[src/verilog/eqc_pkg.sv]
// Constants for the channel 1 equalizer configuration register bank
package eqc_pkg;
	// ------------------------------------------------------------
	// Register indices (byte address = index * 4)
	// ------------------------------------------------------------
	localparam logic [7:0] EQC_IDX_A_TAP0 = 8'h40;
	localparam logic [7:0] EQC_IDX_A_OUTPUT_DRIVE = 8'h49;
	localparam logic [7:0] EQC_IDX_A_OFFSET_CORR = 8'h4a;
	localparam logic [7:0] EQC_IDX_A_GAIN_TARGET = 8'h4b;
	localparam logic [7:0] EQC_IDX_B_TAP0 = 8'h60;
	localparam logic [7:0] EQC_IDX_B_TAP1 = 8'h61;
	localparam int EQC_NUM_A_TAPS = 9;
	localparam int EQC_NUM_B_TAPS = 2;
	localparam int EQC_NUM_REGS = 14;
	// Storage slots
	localparam int EQC_SLOT_DRIVE = 9;
	localparam int EQC_SLOT_OFFSET = 10;
	localparam int EQC_SLOT_AGC = 11;
	localparam int EQC_SLOT_B_TAP0 = 12;
	localparam logic [7:0] EQC_SLOT_IDX [0:EQC_NUM_REGS-1] = '{
		8'h40, 8'h41, 8'h42, 8'h43, 8'h44, 8'h45, 8'h46, 8'h47, 8'h48,
		8'h49, 8'h4a, 8'h4b, 8'h60, 8'h61};
	// ------------------------------------------------------------
	// Reset values
	// ------------------------------------------------------------
	localparam logic [7:0] EQC_RST [0:EQC_NUM_REGS-1] = '{
		8'hc0, 8'hc0, 8'hc0, 8'hc0, 8'hdf, 8'hc0, 8'hc0, 8'hc0, 8'hc0,
		8'h30, 8'h40, 8'h04, 8'hc0, 8'h84};
	// ------------------------------------------------------------
	// Field positions
	// ------------------------------------------------------------
	localparam int EQC_TAP_EN_BIT = 7;
	localparam int EQC_TAP_POS_BIT = 6;
	localparam int EQC_TAP_MAG_W = 6;
	localparam int EQC_DRIVE_W = 6;
	localparam int EQC_AUTO_OFS_BIT = 6;
	localparam int EQC_OFS_SIGN_BIT = 5;
	localparam int EQC_OFS_MAG_W = 5;
	localparam int EQC_AGC_W = 3;
	localparam logic [1:0] EQC_HTRANS_NONSEQ = 2'h2;
	localparam logic [1:0] EQC_HRESP_OKAY = 2'h0;
endpackage

[src/verilog/eqc_regs.sv]
// Channel 1 equalizer configuration register bank on an AHB-Lite slave
//
// How it works
// Tap enable in bit 7, reset set, drives tap active output.
// Bit 6 is tap polarity, one positive, zero negative.
// Bits 5:0 tap magnitude; array A zero except tap 4 0x1f.
// Array A taps at index 0x40 plus tap number, positive reset.
// Predriver gain bits 5:0, reset 0x30, driven to output stage.
// Predriver bits 7:6 reserved, reset zero, no effect.
// Offset bit 6 automatic correction enable reset one; bit 7 reserved.
// Offset bit 5 manual correction polarity, reset zero.
// Offset bits 4:0 manual magnitude, reset zero.
// AGC target code bits 2:0 reset 100, bits 7:3 reserved zero.
// Array B tap 0 at 0x60, enabled, positive, zero magnitude.
// Array B tap 1 at 0x61, enabled, negative, magnitude 0x04.
// Every bit read-write; reads return last written or reset value.
// Host writes reserved bits zero and preserves them on updates.
`timescale 1ns/1ps
module eqc_regs #(
	parameter int ADDR_W = 32
) (
	input wire logic clk_sys,
	input wire logic rst_n,
	input wire logic hsel,
	input wire logic [ADDR_W-1:0] haddr,
	input wire logic [1:0] htrans,
	input wire logic hwrite,
	input wire logic [2:0] hsize,
	input wire logic [31:0] hwdata,
	input wire logic hready,
	output logic [31:0] hrdata,
	output logic hreadyout,
	output logic hresp,
	output logic [eqc_pkg::EQC_NUM_A_TAPS-1:0] a_tap_active,
	output logic [eqc_pkg::EQC_NUM_A_TAPS-1:0] a_tap_positive,
	output logic [eqc_pkg::EQC_NUM_A_TAPS*eqc_pkg::EQC_TAP_MAG_W-1:0] a_tap_magnitude,
	output logic [eqc_pkg::EQC_NUM_B_TAPS-1:0] b_tap_active,
	output logic [eqc_pkg::EQC_NUM_B_TAPS-1:0] b_tap_positive,
	output logic [eqc_pkg::EQC_NUM_B_TAPS*eqc_pkg::EQC_TAP_MAG_W-1:0] b_tap_magnitude,
	output logic [eqc_pkg::EQC_DRIVE_W-1:0] drive_gain,
	output logic auto_offset_en,
	output logic manual_offset_neg,
	output logic [eqc_pkg::EQC_OFS_MAG_W-1:0] manual_offset_mag,
	output logic [eqc_pkg::EQC_AGC_W-1:0] agc_target
);

	// Index bits 9:2 must fit in the address
	if (ADDR_W < 10) begin : g_addr_w_check
		$error("eqc_regs: ADDR_W must be at least 10");
	end

	// ------------------------------------------------------------
	// Address decode
	// ------------------------------------------------------------
	logic [7:0] regs [0:eqc_pkg::EQC_NUM_REGS-1];
	logic addr_phase;
	logic [7:0] addr_idx;
	logic addr_hit;
	logic [3:0] addr_slot;
	logic wr_pend;
	logic [3:0] wr_slot;

	// consecutive tap indices, one word each
	always_comb begin
		addr_idx = haddr[9:2];
		addr_hit = 1'b0;
		addr_slot = 4'h0;
		if ((haddr >> 10) == '0) begin
			for (int i = 0; i < eqc_pkg::EQC_NUM_REGS; i++) begin
				if (eqc_pkg::EQC_SLOT_IDX[i] == addr_idx) begin
					addr_hit = 1'b1;
					addr_slot = 4'(i);
				end
			end
		end
	end

	assign addr_phase = hsel && hready && (htrans == eqc_pkg::EQC_HTRANS_NONSEQ);
	assign hreadyout = 1'b1;
	assign hresp = eqc_pkg::EQC_HRESP_OKAY[0];

	// ------------------------------------------------------------
	// Write path
	// ------------------------------------------------------------
	always_ff @(posedge clk_sys or negedge rst_n) begin
		if (!rst_n) begin
			wr_pend <= 1'b0;
			wr_slot <= 4'h0;
		end else begin
			wr_pend <= addr_phase && hwrite && addr_hit;
			wr_slot <= addr_slot;
		end
	end

	// full byte stored, reserved bits included
	always_ff @(posedge clk_sys or negedge rst_n) begin
		if (!rst_n) begin
			for (int i = 0; i < eqc_pkg::EQC_NUM_REGS; i++) begin
				regs[i] <= eqc_pkg::EQC_RST[i];
			end
		end else if (wr_pend) begin
			regs[wr_slot] <= hwdata[7:0];
		end
	end

	// ------------------------------------------------------------
	// Read path
	// ------------------------------------------------------------
	// read back, forwarding a write still in its data phase
	always_ff @(posedge clk_sys or negedge rst_n) begin
		if (!rst_n) begin
			hrdata <= 32'h0;
		end else if (addr_phase && !hwrite) begin
			if (!addr_hit) begin
				hrdata <= 32'h0;
			end else if (wr_pend && (wr_slot == addr_slot)) begin
				hrdata <= {24'h0, hwdata[7:0]};
			end else begin
				hrdata <= {24'h0, regs[addr_slot]};
			end
		end
	end

	// ------------------------------------------------------------
	// Tap fields
	// ------------------------------------------------------------
	genvar t;
	generate
		for (t = 0; t < eqc_pkg::EQC_NUM_A_TAPS; t++) begin : g_a_tap
			// tap contributes only while enabled
			assign a_tap_active[t] = regs[t][eqc_pkg::EQC_TAP_EN_BIT];
			// polarity bit
			assign a_tap_positive[t] = regs[t][eqc_pkg::EQC_TAP_POS_BIT];
			// unsigned magnitude
			assign a_tap_magnitude[t*eqc_pkg::EQC_TAP_MAG_W +: eqc_pkg::EQC_TAP_MAG_W] =
				regs[t][eqc_pkg::EQC_TAP_MAG_W-1:0];
		end
		for (t = 0; t < eqc_pkg::EQC_NUM_B_TAPS; t++) begin : g_b_tap
			// independent second tap set
			assign b_tap_active[t] = regs[eqc_pkg::EQC_SLOT_B_TAP0+t][eqc_pkg::EQC_TAP_EN_BIT];
			// own reset values per slot
			assign b_tap_positive[t] =
				regs[eqc_pkg::EQC_SLOT_B_TAP0+t][eqc_pkg::EQC_TAP_POS_BIT];
			assign b_tap_magnitude[t*eqc_pkg::EQC_TAP_MAG_W +: eqc_pkg::EQC_TAP_MAG_W] =
				regs[eqc_pkg::EQC_SLOT_B_TAP0+t][eqc_pkg::EQC_TAP_MAG_W-1:0];
		end
	endgenerate

	// ------------------------------------------------------------
	// Drive, offset and AGC fields
	// ------------------------------------------------------------
	// predriver gain to output stage
	// bits 7:6 stored only
	assign drive_gain = regs[eqc_pkg::EQC_SLOT_DRIVE][eqc_pkg::EQC_DRIVE_W-1:0];
	// automatic offset enable; bit 7 stored only
	assign auto_offset_en = regs[eqc_pkg::EQC_SLOT_OFFSET][eqc_pkg::EQC_AUTO_OFS_BIT];
	// manual offset polarity
	assign manual_offset_neg = regs[eqc_pkg::EQC_SLOT_OFFSET][eqc_pkg::EQC_OFS_SIGN_BIT];
	// manual offset magnitude
	assign manual_offset_mag = regs[eqc_pkg::EQC_SLOT_OFFSET][eqc_pkg::EQC_OFS_MAG_W-1:0];
	// AGC target code
	assign agc_target = regs[eqc_pkg::EQC_SLOT_AGC][eqc_pkg::EQC_AGC_W-1:0];

endmodule

[config.mk]
export PLATFORM = sky130hd
export DESIGN_NAME = eqc_regs
export DESIGN_NICKNAME = d
export VERILOG_FILES = /design/src/verilog/eqc_pkg.sv /design/src/verilog/eqc_regs.sv
export SDC_FILE = /design/constraint.sdc
export NUM_CORES = 1
export LEC_CHECK = 0
export CORE_MARGIN = 2
export CORE_UTILIZATION = 57
export CTS_BUF_LIST = sky130_fd_sc_hd__clkbuf_8
export DETAILED_ROUTE_END_ITERATION = 6
export DONT_BUFFER_PORTS = 1
export PLACE_DENSITY = 0.83
export SETUP_SLACK_MARGIN = 0.02
export SLEW_MARGIN = 25
export SYNTH_ARGS = -nofsm -noshare
export SYNTH_HDL_FRONTEND = slang
export SYNTH_SLANG_ARGS = --single-unit
export TNS_END_PERCENT = 30
[constraint.sdc]
create_clock -name clk_sys -period 2.9 [get_ports clk_sys]
set_input_delay 0.87 -clock clk_sys [delete_from_list [all_inputs] [get_ports clk_sys]]
set_output_delay 0.87 -clock clk_sys [all_outputs]
set_load 0.02 [all_outputs]
# Word level (Yosys, flattened, before mapping)
# Cells that the tools add are included.
[op_classes] magnitude_cmp=3 n_eq_ne=16 n_mux=37 n_bitwise=2 n_reduce_logical=9
[ops] op="$bwmux 112" n=1
[ops] op="$eq 7x8->1 const A" n=14
[ops] op="$mux 4" n=13
[ops] op="$mux 8" n=5
[ops] op="$bmux 8 s4" n=1
[ops] op="$demux 8 s4" n=1
[ops] op="$logic_not 32->1" n=1
[ops] op="$mux 1" n=16
[ops] op="$ge 5x5->1 const B" n=2
[ops] op="$not 4->5" n=2
[ops] op="$logic_and 1x1->1" n=7
[ops] op="$lt 5x1->1 const B" n=1
[ops] op="$eq 4x4->1" n=1
[ops] op="$eq 2x2->1 const B" n=1
[ops] op="$logic_not 1->1" n=1
[word_totals] register_bits=149 output_inout_bits=138

# Logic depth before layout (Yosys ltp)
# Gate-level depths: netlist of run 1.
[logic_depth] ltp_word=21 depth_mapped=11

# Least setup slack after synthesis of run 1
# Ideal clock, no wire load.
[synth_path] kind="input -> register" start="input port haddr[3]" end="register hrdata[1]" setup_time_ns=0.078 t_arrival_ns=2.723 setup_slack_ns=0.099 cell_stages=10 path_buffers=1 path_cell_list="buf_2 -> or3b_1 -> a211oi_2 -> nand2_1 -> clkinv_2 -> xnor2_1 -> o2111ai_2 -> nor2b_1 -> a22oi_1 -> o21ai_1"
[synth_between] elab_cells_between_ends=51 cone_classes="15 x eq/ne; 34 x mux; 1 x bitwise; 1 x reduce/logical"
[synth_lines] element="from (decl)" line_no="eqc_regs.sv:25" rtl="input wire logic [ADDR_W-1:0] haddr,"
[synth_lines] element="$eq 7x8->1" line_no="eqc_regs.sv:70" rtl="if (eqc_pkg::EQC_SLOT_IDX[i] == addr_idx) begin"
[synth_lines] element="$mux 4 (10 in series)" line_no="eqc_regs.sv:70"
[synth_lines] element="$mux 4 (*)" line_no="eqc_regs.sv:70"
[synth_lines] element="$mux 4 (*)" line_no="eqc_regs.sv:68" rtl="if ((haddr >> 10) == '0) begin"
[synth_lines] element="net addr_slot[3]" line_no="eqc_regs.sv:59" rtl="logic [3:0] addr_slot;"
[synth_lines] element="$not 4->5 (not written as such)" line_no="eqc_regs.sv:119" rtl="hrdata <= {24'h0, regs[addr_slot]};"
[synth_lines] element="$bmux 8 s4" line_no="eqc_regs.sv:119"
[synth_lines] element="$mux 8 (not written as such) (2 in series)" line_no="eqc_regs.sv:119"
[synth_lines] element="$mux 8 (*)" line_no="eqc_regs.sv:116" rtl="end else if (wr_pend && (wr_slot == addr_slot)) begin"
[synth_lines] element="$mux 8 (*)" line_no="eqc_regs.sv:114" rtl="if (!addr_hit) begin"
[synth_lines] element="to (signal assigned)" line_no="eqc_regs.sv:117" rtl="hrdata <= {24'h0, hwdata[7:0]};"
[synth_lines] element="to (signal assigned)" line_no="eqc_regs.sv:119"
[synth_lines] element="to (decl)" line_no="eqc_regs.sv:31" rtl="output logic [31:0] hrdata,"
# Mark *: on every way through the listed nets, which the timed path passes. The rest lies on a longest branch. The select of a mux whose other input is x is not followed.
# A chain may end at the register's enable or synchronous reset.

# Worst setup path in the final report of run 1
[layout_path] start="input port haddr[4]" end="register hrdata[1]"
[layout_between] elab_chain_cells=21 elab_cells_between_ends=51 cone_classes="15 x eq/ne; 34 x mux; 1 x bitwise; 1 x reduce/logical"
[layout_lines] element="$eq 7x8->1" line_no="eqc_regs.sv:70"
[layout_lines] element="$mux 1" line_no="eqc_regs.sv:70"
[layout_lines] element="$mux 4 (12 in series)" line_no="eqc_regs.sv:70"
[layout_lines] element="$mux 4" line_no="eqc_regs.sv:68"
[layout_lines] element="$not 4->5 (not written as such)" line_no="eqc_regs.sv:119"
[layout_lines] element="$bmux 8 s4" line_no="eqc_regs.sv:119"
[layout_lines] element="$mux 8 (not written as such) (2 in series)" line_no="eqc_regs.sv:119"
[layout_lines] element="$mux 8" line_no="eqc_regs.sv:116"
[layout_lines] element="$mux 8 (*)" line_no="eqc_regs.sv:114"
# Mark *: on every way between the ends. The rest lies on a longest branch, timed or not. The select of a mux whose other input is x is not followed.

==> flow_summary.yaml, run 1 <==
clocking:
  cts_root_buf: "clkbuf_8"
  cts_made_buffers: 17
  postCtsSetupRepairBufs: 0
  postCtsHoldBufs: 0
  cts_tree: "yes"
  clk_path_buf_depth: 2
  clk_latency_ps: 430
  clock-sinks: 125
  cts_resized: 0
  htreeDepth: 4
  clkTransAtPathRegs_ps: 80
pwr:
  p_per_area_mw_per_mm2: 495
  p_leak_nw: 3.13
  peakVddDrop_mv: 0.403
  total_power_mw: 3.59
die:
  fp-row-count: 41
  io_pins: 212
  die_area_mm2: 0.0136
  start_util_pct: 57.7
  die_x_um: 117
  dieHeight_um: 117
  coreArea_mm2: 0.0125
logic_synthesis:
  syn_area_per_cell_um2: 11.0
  ys_seq_area_share_pct: 43.9
  ys.flop_type: "dfrtp_1"
  ys_seq_elements: 125
  synthArstFlopShare_pct: 100
  postSynthCellCount: 659
  syn_area_mm2: 0.00722
  synth_edf_count: 0
  yosys_warnings: 0
  synth_cell_type_count: 58
route:
  postRouteAntennaNets: 0
  routed_via_density: 6.13
  drt_iter0_markers: 442
  drt-pass1-iter-count: 6
  vias: 4763
  routed_wl_um: 18400
  wire_per_inst_um: 23.7
  drc: 0
place:
  dp_hpwl_um: 13500
  io_buffers: 0
  place_congestion: 0.913
setup_path:
  path_max_fanout: 11
  crit_path_end_kind: "flip-flop"
  crit_top_cell: "buf_4"
  max_stage_delay_ps: 320
  arrival_ps: 2930
  crit_type: "input pin to flip-flop"
  path_delay_family: "compound AO/OA/AOI/OAI gates"
  start_kind: "input pin"
  path_cells: "a21oi_2 -> buf_4 -> and3_1 -> buf_4 -> mux2i_1 -> o21ai_0 -> a221oi_1 -> o21ai_0 -> buf_4 -> nand2_1 -> o21ai_1"
  path_buf_inv: 3
  slowest_stage: "and3_1"
  required_ps: 3210
final_layout:
  n_antenna_cell: 0
  final_common_cell: "mux2_2"
  final_nets: 666
  drive_gt1_share_pct: 38.3
  final_cell_mix: "mux2_2 (112), dfrtp_1 (94), nand2_1 (51)"
  area_growth_pct: 0.260
  fin_util_pct: 57.8
timing:
  finalMaxSlewViolations: 0
  fin_crit_sh_pct: 90.3
  worst_pin_slew_ps: 833
  setup_violations: 0
  relSlewSlack_pct: 44.3
  rsz0062_at_grt: "no"
  fmax_ghz: 0.382
  finalCriticalPeriod_ps: 2620
  skew_ps: 11.4
  hold_viol_final: 0
grt:
  grt-ovfl-total: 0
  grt.total_usage_pct: 27.9
  antenna_found_initial: 0
  grt_pass1_vias: 4771
  grt_start_max_net_pins: 126
  grt_pass1_wl_um: 27700
run_status:
  status: "finished, final reports clean"
hold_path:
  hp-class: "input pin to asynchronous set/reset pin"
job:
  cap_viol_max_count: 0
worst paths after layout:
kind                            start             endpoint  slack (ps)  cells after the start
setup / recovery             haddr[4]            hrdata[1]         280                     11
hold / removal                  rst_n   b_tap_magnitude[4]         130                      0
hold reg to reg              regs[31]             regs[31]         510                      1
max in group asynchronous       rst_n  a_tap_magnitude[24]        2550                      0
min in group clk_sys         regs[31]             regs[31]         510                      1
setup reg to reg           wr_slot[1]            hrdata[3]         430                      8
layout make-up:
cell class | instances | area [um2]
multi-input combinational | 394 | 3030
tap | 172 | 215
clock buffer | 17 | 234
inverter | 6 | 23.8
timing repair buffer | 48 | 385
sequential | 125 | 3170
fill | 1047 | 5280
clock inverter | 15 | 184
logic make-up after synthesis:
kind of cell    Yosys count  share of synthesized area, %
compound gates           85                          8.40
xor+xnor                  3                         0.364
buf+inv                 164                          15.6
flops                   125                          43.9
mux                     145                          22.0
other cells               2                         0.104
simple gates            135                          9.65
sequential cells by signal (all words and copies together), names as in the netlist:
register	flops
manual_offset_neg	1
drive_gain	6
wr_pend	1
auto_offset_en	1
agc_target	3
manual_offset_mag	5
b_tap_positive	2
hrdata	8
b_tap_magnitude	12
a_tap_active	9
regs	8
a_tap_positive	9
wr_slot	4
a_tap_magnitude	54
b_tap_active	2
Yosys cell counts, drive strengths merged, types with 3 or more instances:
library cell / n / area [um2]
nand2b: 5 / 31.3
a31oi: 6 / 37.5
xnor2: 3 / 26.3
or3b: 3 / 26.3
dfrtp: 94 / 2350
buf: 143 / 1040
o21ai: 24 / 120
nand4: 4 / 25.0
o221ai: 3 / 26.3
a22oi: 8 / 60.1
nor4: 4 / 25.0
nand3: 14 / 70.1
inv: 5 / 18.8
nor2: 19 / 71.3
mux2i: 33 / 330
mux2: 112 / 1260
nor3: 7 / 45.0
or3: 3 / 23.8
o211ai: 7 / 57.6
a21oi: 13 / 68.8
and3: 6 / 37.5
dfstp: 31 / 815
a211oi: 3 / 45.0
a221oi: 8 / 70.1
clkbuf: 15 / 56.3
o2111ai: 3 / 32.5
nor3b: 3 / 22.5
nand2: 51 / 191
per-layer routing:
metal  vias to the layer above  global-route usage, %  part of all wire [%]
met1                      2370                   34.6                    39
met3                        38                   12.5                    12
met4                         0                   11.1                   2.1
met5                         -                      0                     0
met2                       291                   42.9                    47
li1                       2064                      -                     -
power by group:
group          switching, mW  leakage, nW  internal (mW)
Combinational         0.0775         1.35         0.0558
Clock                  0.695        0.207          0.920
Sequential            0.0590         1.57           1.78
stage by stage:
step / area, um2 / std cells / setup slack (ps) / TNS [ps] / hold WS (ps)
finish: 7240 / 777 / 282 / 0 / 131
global route: 7240 / 777 / 174 / 0 / 93.3
CTS: 7240 / 777 / 341 / 0 / 97.0
detailed placement: 6820 / 745 / -108 / -433 / 495
global placement: 6820 / 745 / -26.9 / -85.4 / 489
floorplan: 7310 / 683 / 99.0 / 0 / 467
(Power assumes the default switching activity.)
==> run 2, diff against run 1 <==
Settings changed: CELL_PAD_IN_SITES_DETAIL_PLACEMENT set to 1, CELL_PAD_IN_SITES_GLOBAL_PLACEMENT set to 1, CORE_UTILIZATION 57 to 51, PLACE_DENSITY 0.83 to 0.94.
==> run 2 against run 1 <==
Effect of this change: clock skew shrank 2.8 ps; routed wire length grew 13%; worst hold slack lost 9.7 ps; flip-flop and latch count is the same; register-to-register slack gained 110 ps; critical path type unchanged.
==> flow_summary.yaml, run 2 (synthesis gave the netlist of run 1 again) <==
run_status:
  status: "finished, final reports clean"
final_layout:
  nFillCells: 1463
  n_antenna_cell: 0
  final_nets: 663
  final_common_cell: "mux2_2"
  final_area_mm2: 0.00723
  area_growth_pct: 0.121
  largest_reg_flops: 54
  drive_gt1_share_pct: 38.2
  final_cell_mix: "mux2_2 (112), dfrtp_1 (94), nand2_1 (51)"
  fin_util_pct: 52.1
setup_path:
  crit_type: "input pin to flip-flop"
  arrival_ps: 2990
  path_max_fanout: 7
  start_kind: "input pin"
  worst-r2r-setup-slack_ps: 540
  reg2reg_from: "wr_slot[1]"
  rr_endpoint: "hrdata[3]"
  required_ps: 3260
  crit_path_end_kind: "flip-flop"
  crit_path_end: "hrdata[3]"
  reg2reg_depth: 8
  cp-startpoint: "haddr[22]"
route:
  routed_via_density: 6.19
  top_layer_used: "met4"
  wire_per_inst_um: 26.6
  drc: 0
  routed_wl_um: 20800
  drt_iter0_markers: 268
  dr_wl_met2_um: 10000
  drt-pass1-iter-count: 5
  vias: 4838
  wl_met1_um: 7950
  postRouteAntennaNets: 0
  dr_wl_met3_um: 2270
clocking:
  clk_latency_ps: 440
  clkTransAtPathRegs_ps: 70
  htreeDepth: 4
  postCtsHoldBufs: 0
  cts_made_buffers: 17
  cts_root_buf: "clkbuf_8"
  clk_path_buf_depth: 2
  postCtsSetupRepairBufs: 0
  clock-sinks: 125
  cts_tree: "yes"
pwr:
  clock_power_share_pct: 45.0
  p_switching_mw: 0.836
  power.internal_mw: 2.75
  p_leak_nw: 3.12
  pwr-share-comb_pct: 3.7
  peakVddDrop_mv: 0.313
  p_per_area_mw_per_mm2: 496
  switching_share_pct: 23.3
  sequentialPowerShare_pct: 51.3
place:
  post_dp_cell_area_mm2: 0.00681
  dp_hpwl_um: 15100
  io_buffers: 0
  place_congestion: 0.951
timing:
  finalMaxSlewViolations: 0
  skew_ps: 8.58
  relSlewSlack_pct: 42.9
  setup_violations: 0
  finalCriticalPeriod_ps: 2630
  rsz0062_at_grt: "no"
  fin_crit_sh_pct: 90.7
  fmax_ghz: 0.380
  hold_viol_final: 0
  worst_pin_slew_ps: 854
grt:
  grt.total_usage_pct: 28.1
  grt_start_max_net_pins: 126
  grt_pass1_vias: 5187
  antenna_found_initial: 0
  grt-ovfl-total: 0
  grt_pass1_wl_um: 31200
die:
  fp-row-count: 43
  die_x_um: 123
  start_util_pct: 52.0
  die_area_mm2: 0.0151
  coreArea_mm2: 0.0139
  io_pins: 212
  dieHeight_um: 123
job:
  cap_viol_max_count: 0
hold_path:
  hp-class: "input pin to asynchronous set/reset pin"
run 2: changes by cell type in the layout (fill, tap and decap cells not counted):
cell        delta
nand4bb_1      -1
clkinvlp_4     -1
nand4bb_2      +1
clkinv_2       +1
buf_4          -3
run 2: final cells by class:
cell class	count	area (um2)	share of cell area, %
clock buffers	17	234	3.24
multi-input cells	394	3040	42.0
inverters	6	23.8	0.329
clock inverters	15	181	2.51
well taps	180	225	3.12
flip-flops and latches	125	3170	43.8
repair buffers	45	363	5.02
run 2: power groups by stage:
| stage | clock (mW) | sequential (mW) | combinational (mW) |
|---|---|---|---|
| floorplan | 0 | 1.82 | 0.219 |
| global placement | 0 | 1.87 | 0.122 |
| detailed placement | 0 | 1.87 | 0.129 |
| CTS | 1.63 | 1.84 | 0.129 |
| global route | 1.71 | 1.84 | 0.142 |
| finish | 1.61 | 1.84 | 0.131 |
run 2: worst min-delay path by stage:
stage | from | endpoint | cells past startpoint
2_1_floorplan | a_tap_magnitude[12] | a_tap_magnitude[12] | 2
3_3_place_gp | regs[31] | regs[31] | 1
3_5_place_dp | regs[31] | regs[31] | 1
4_1_cts | rst_n | a_tap_magnitude[14] | 0
5_1_grt | rst_n | b_tap_magnitude[0] | 0
6_report | rst_n | regs[20] | 0
run 2: through the flow:
stage	hold slack, ps	setup TNS (ps)	power [mW]	instances	worst slack (ps)
2_1_floorplan	467	0	2.04	683	99.0
3_3_place_gp	488	-142	1.99	750	-60.6
3_5_place_dp	497	-1150	2.00	750	-195
4_1_cts	92.7	0	3.60	782	227
5_1_grt	80.5	0	3.69	782	32.9
6_report	121	0	3.58	782	270
run 2: repair_timing:
item                                   in CTS  in global routing
setup endpoints to repair                   0                  1
gates resized for setup                     0                  1
endpoints found under the hold margin       0                  0
run 2: routing by layer:
metal,vias up,GRT usage [%]
li1,2061,-
met1,2465,33.6
met2,269,46.0
met3,43,11.3
met4,0,10.4
met5,-,0
run 2: critical path, stage by stage:
cell       delay [ps]
nor4_1            370
nand4_1           180
nor2_1            170
buf_4             180
nand2_1            90
inv_1             170
xnor2_1           160
o2111ai_2         270
nor2b_1           190
buf_4             170
a22oi_1            70
o21ai_1           100
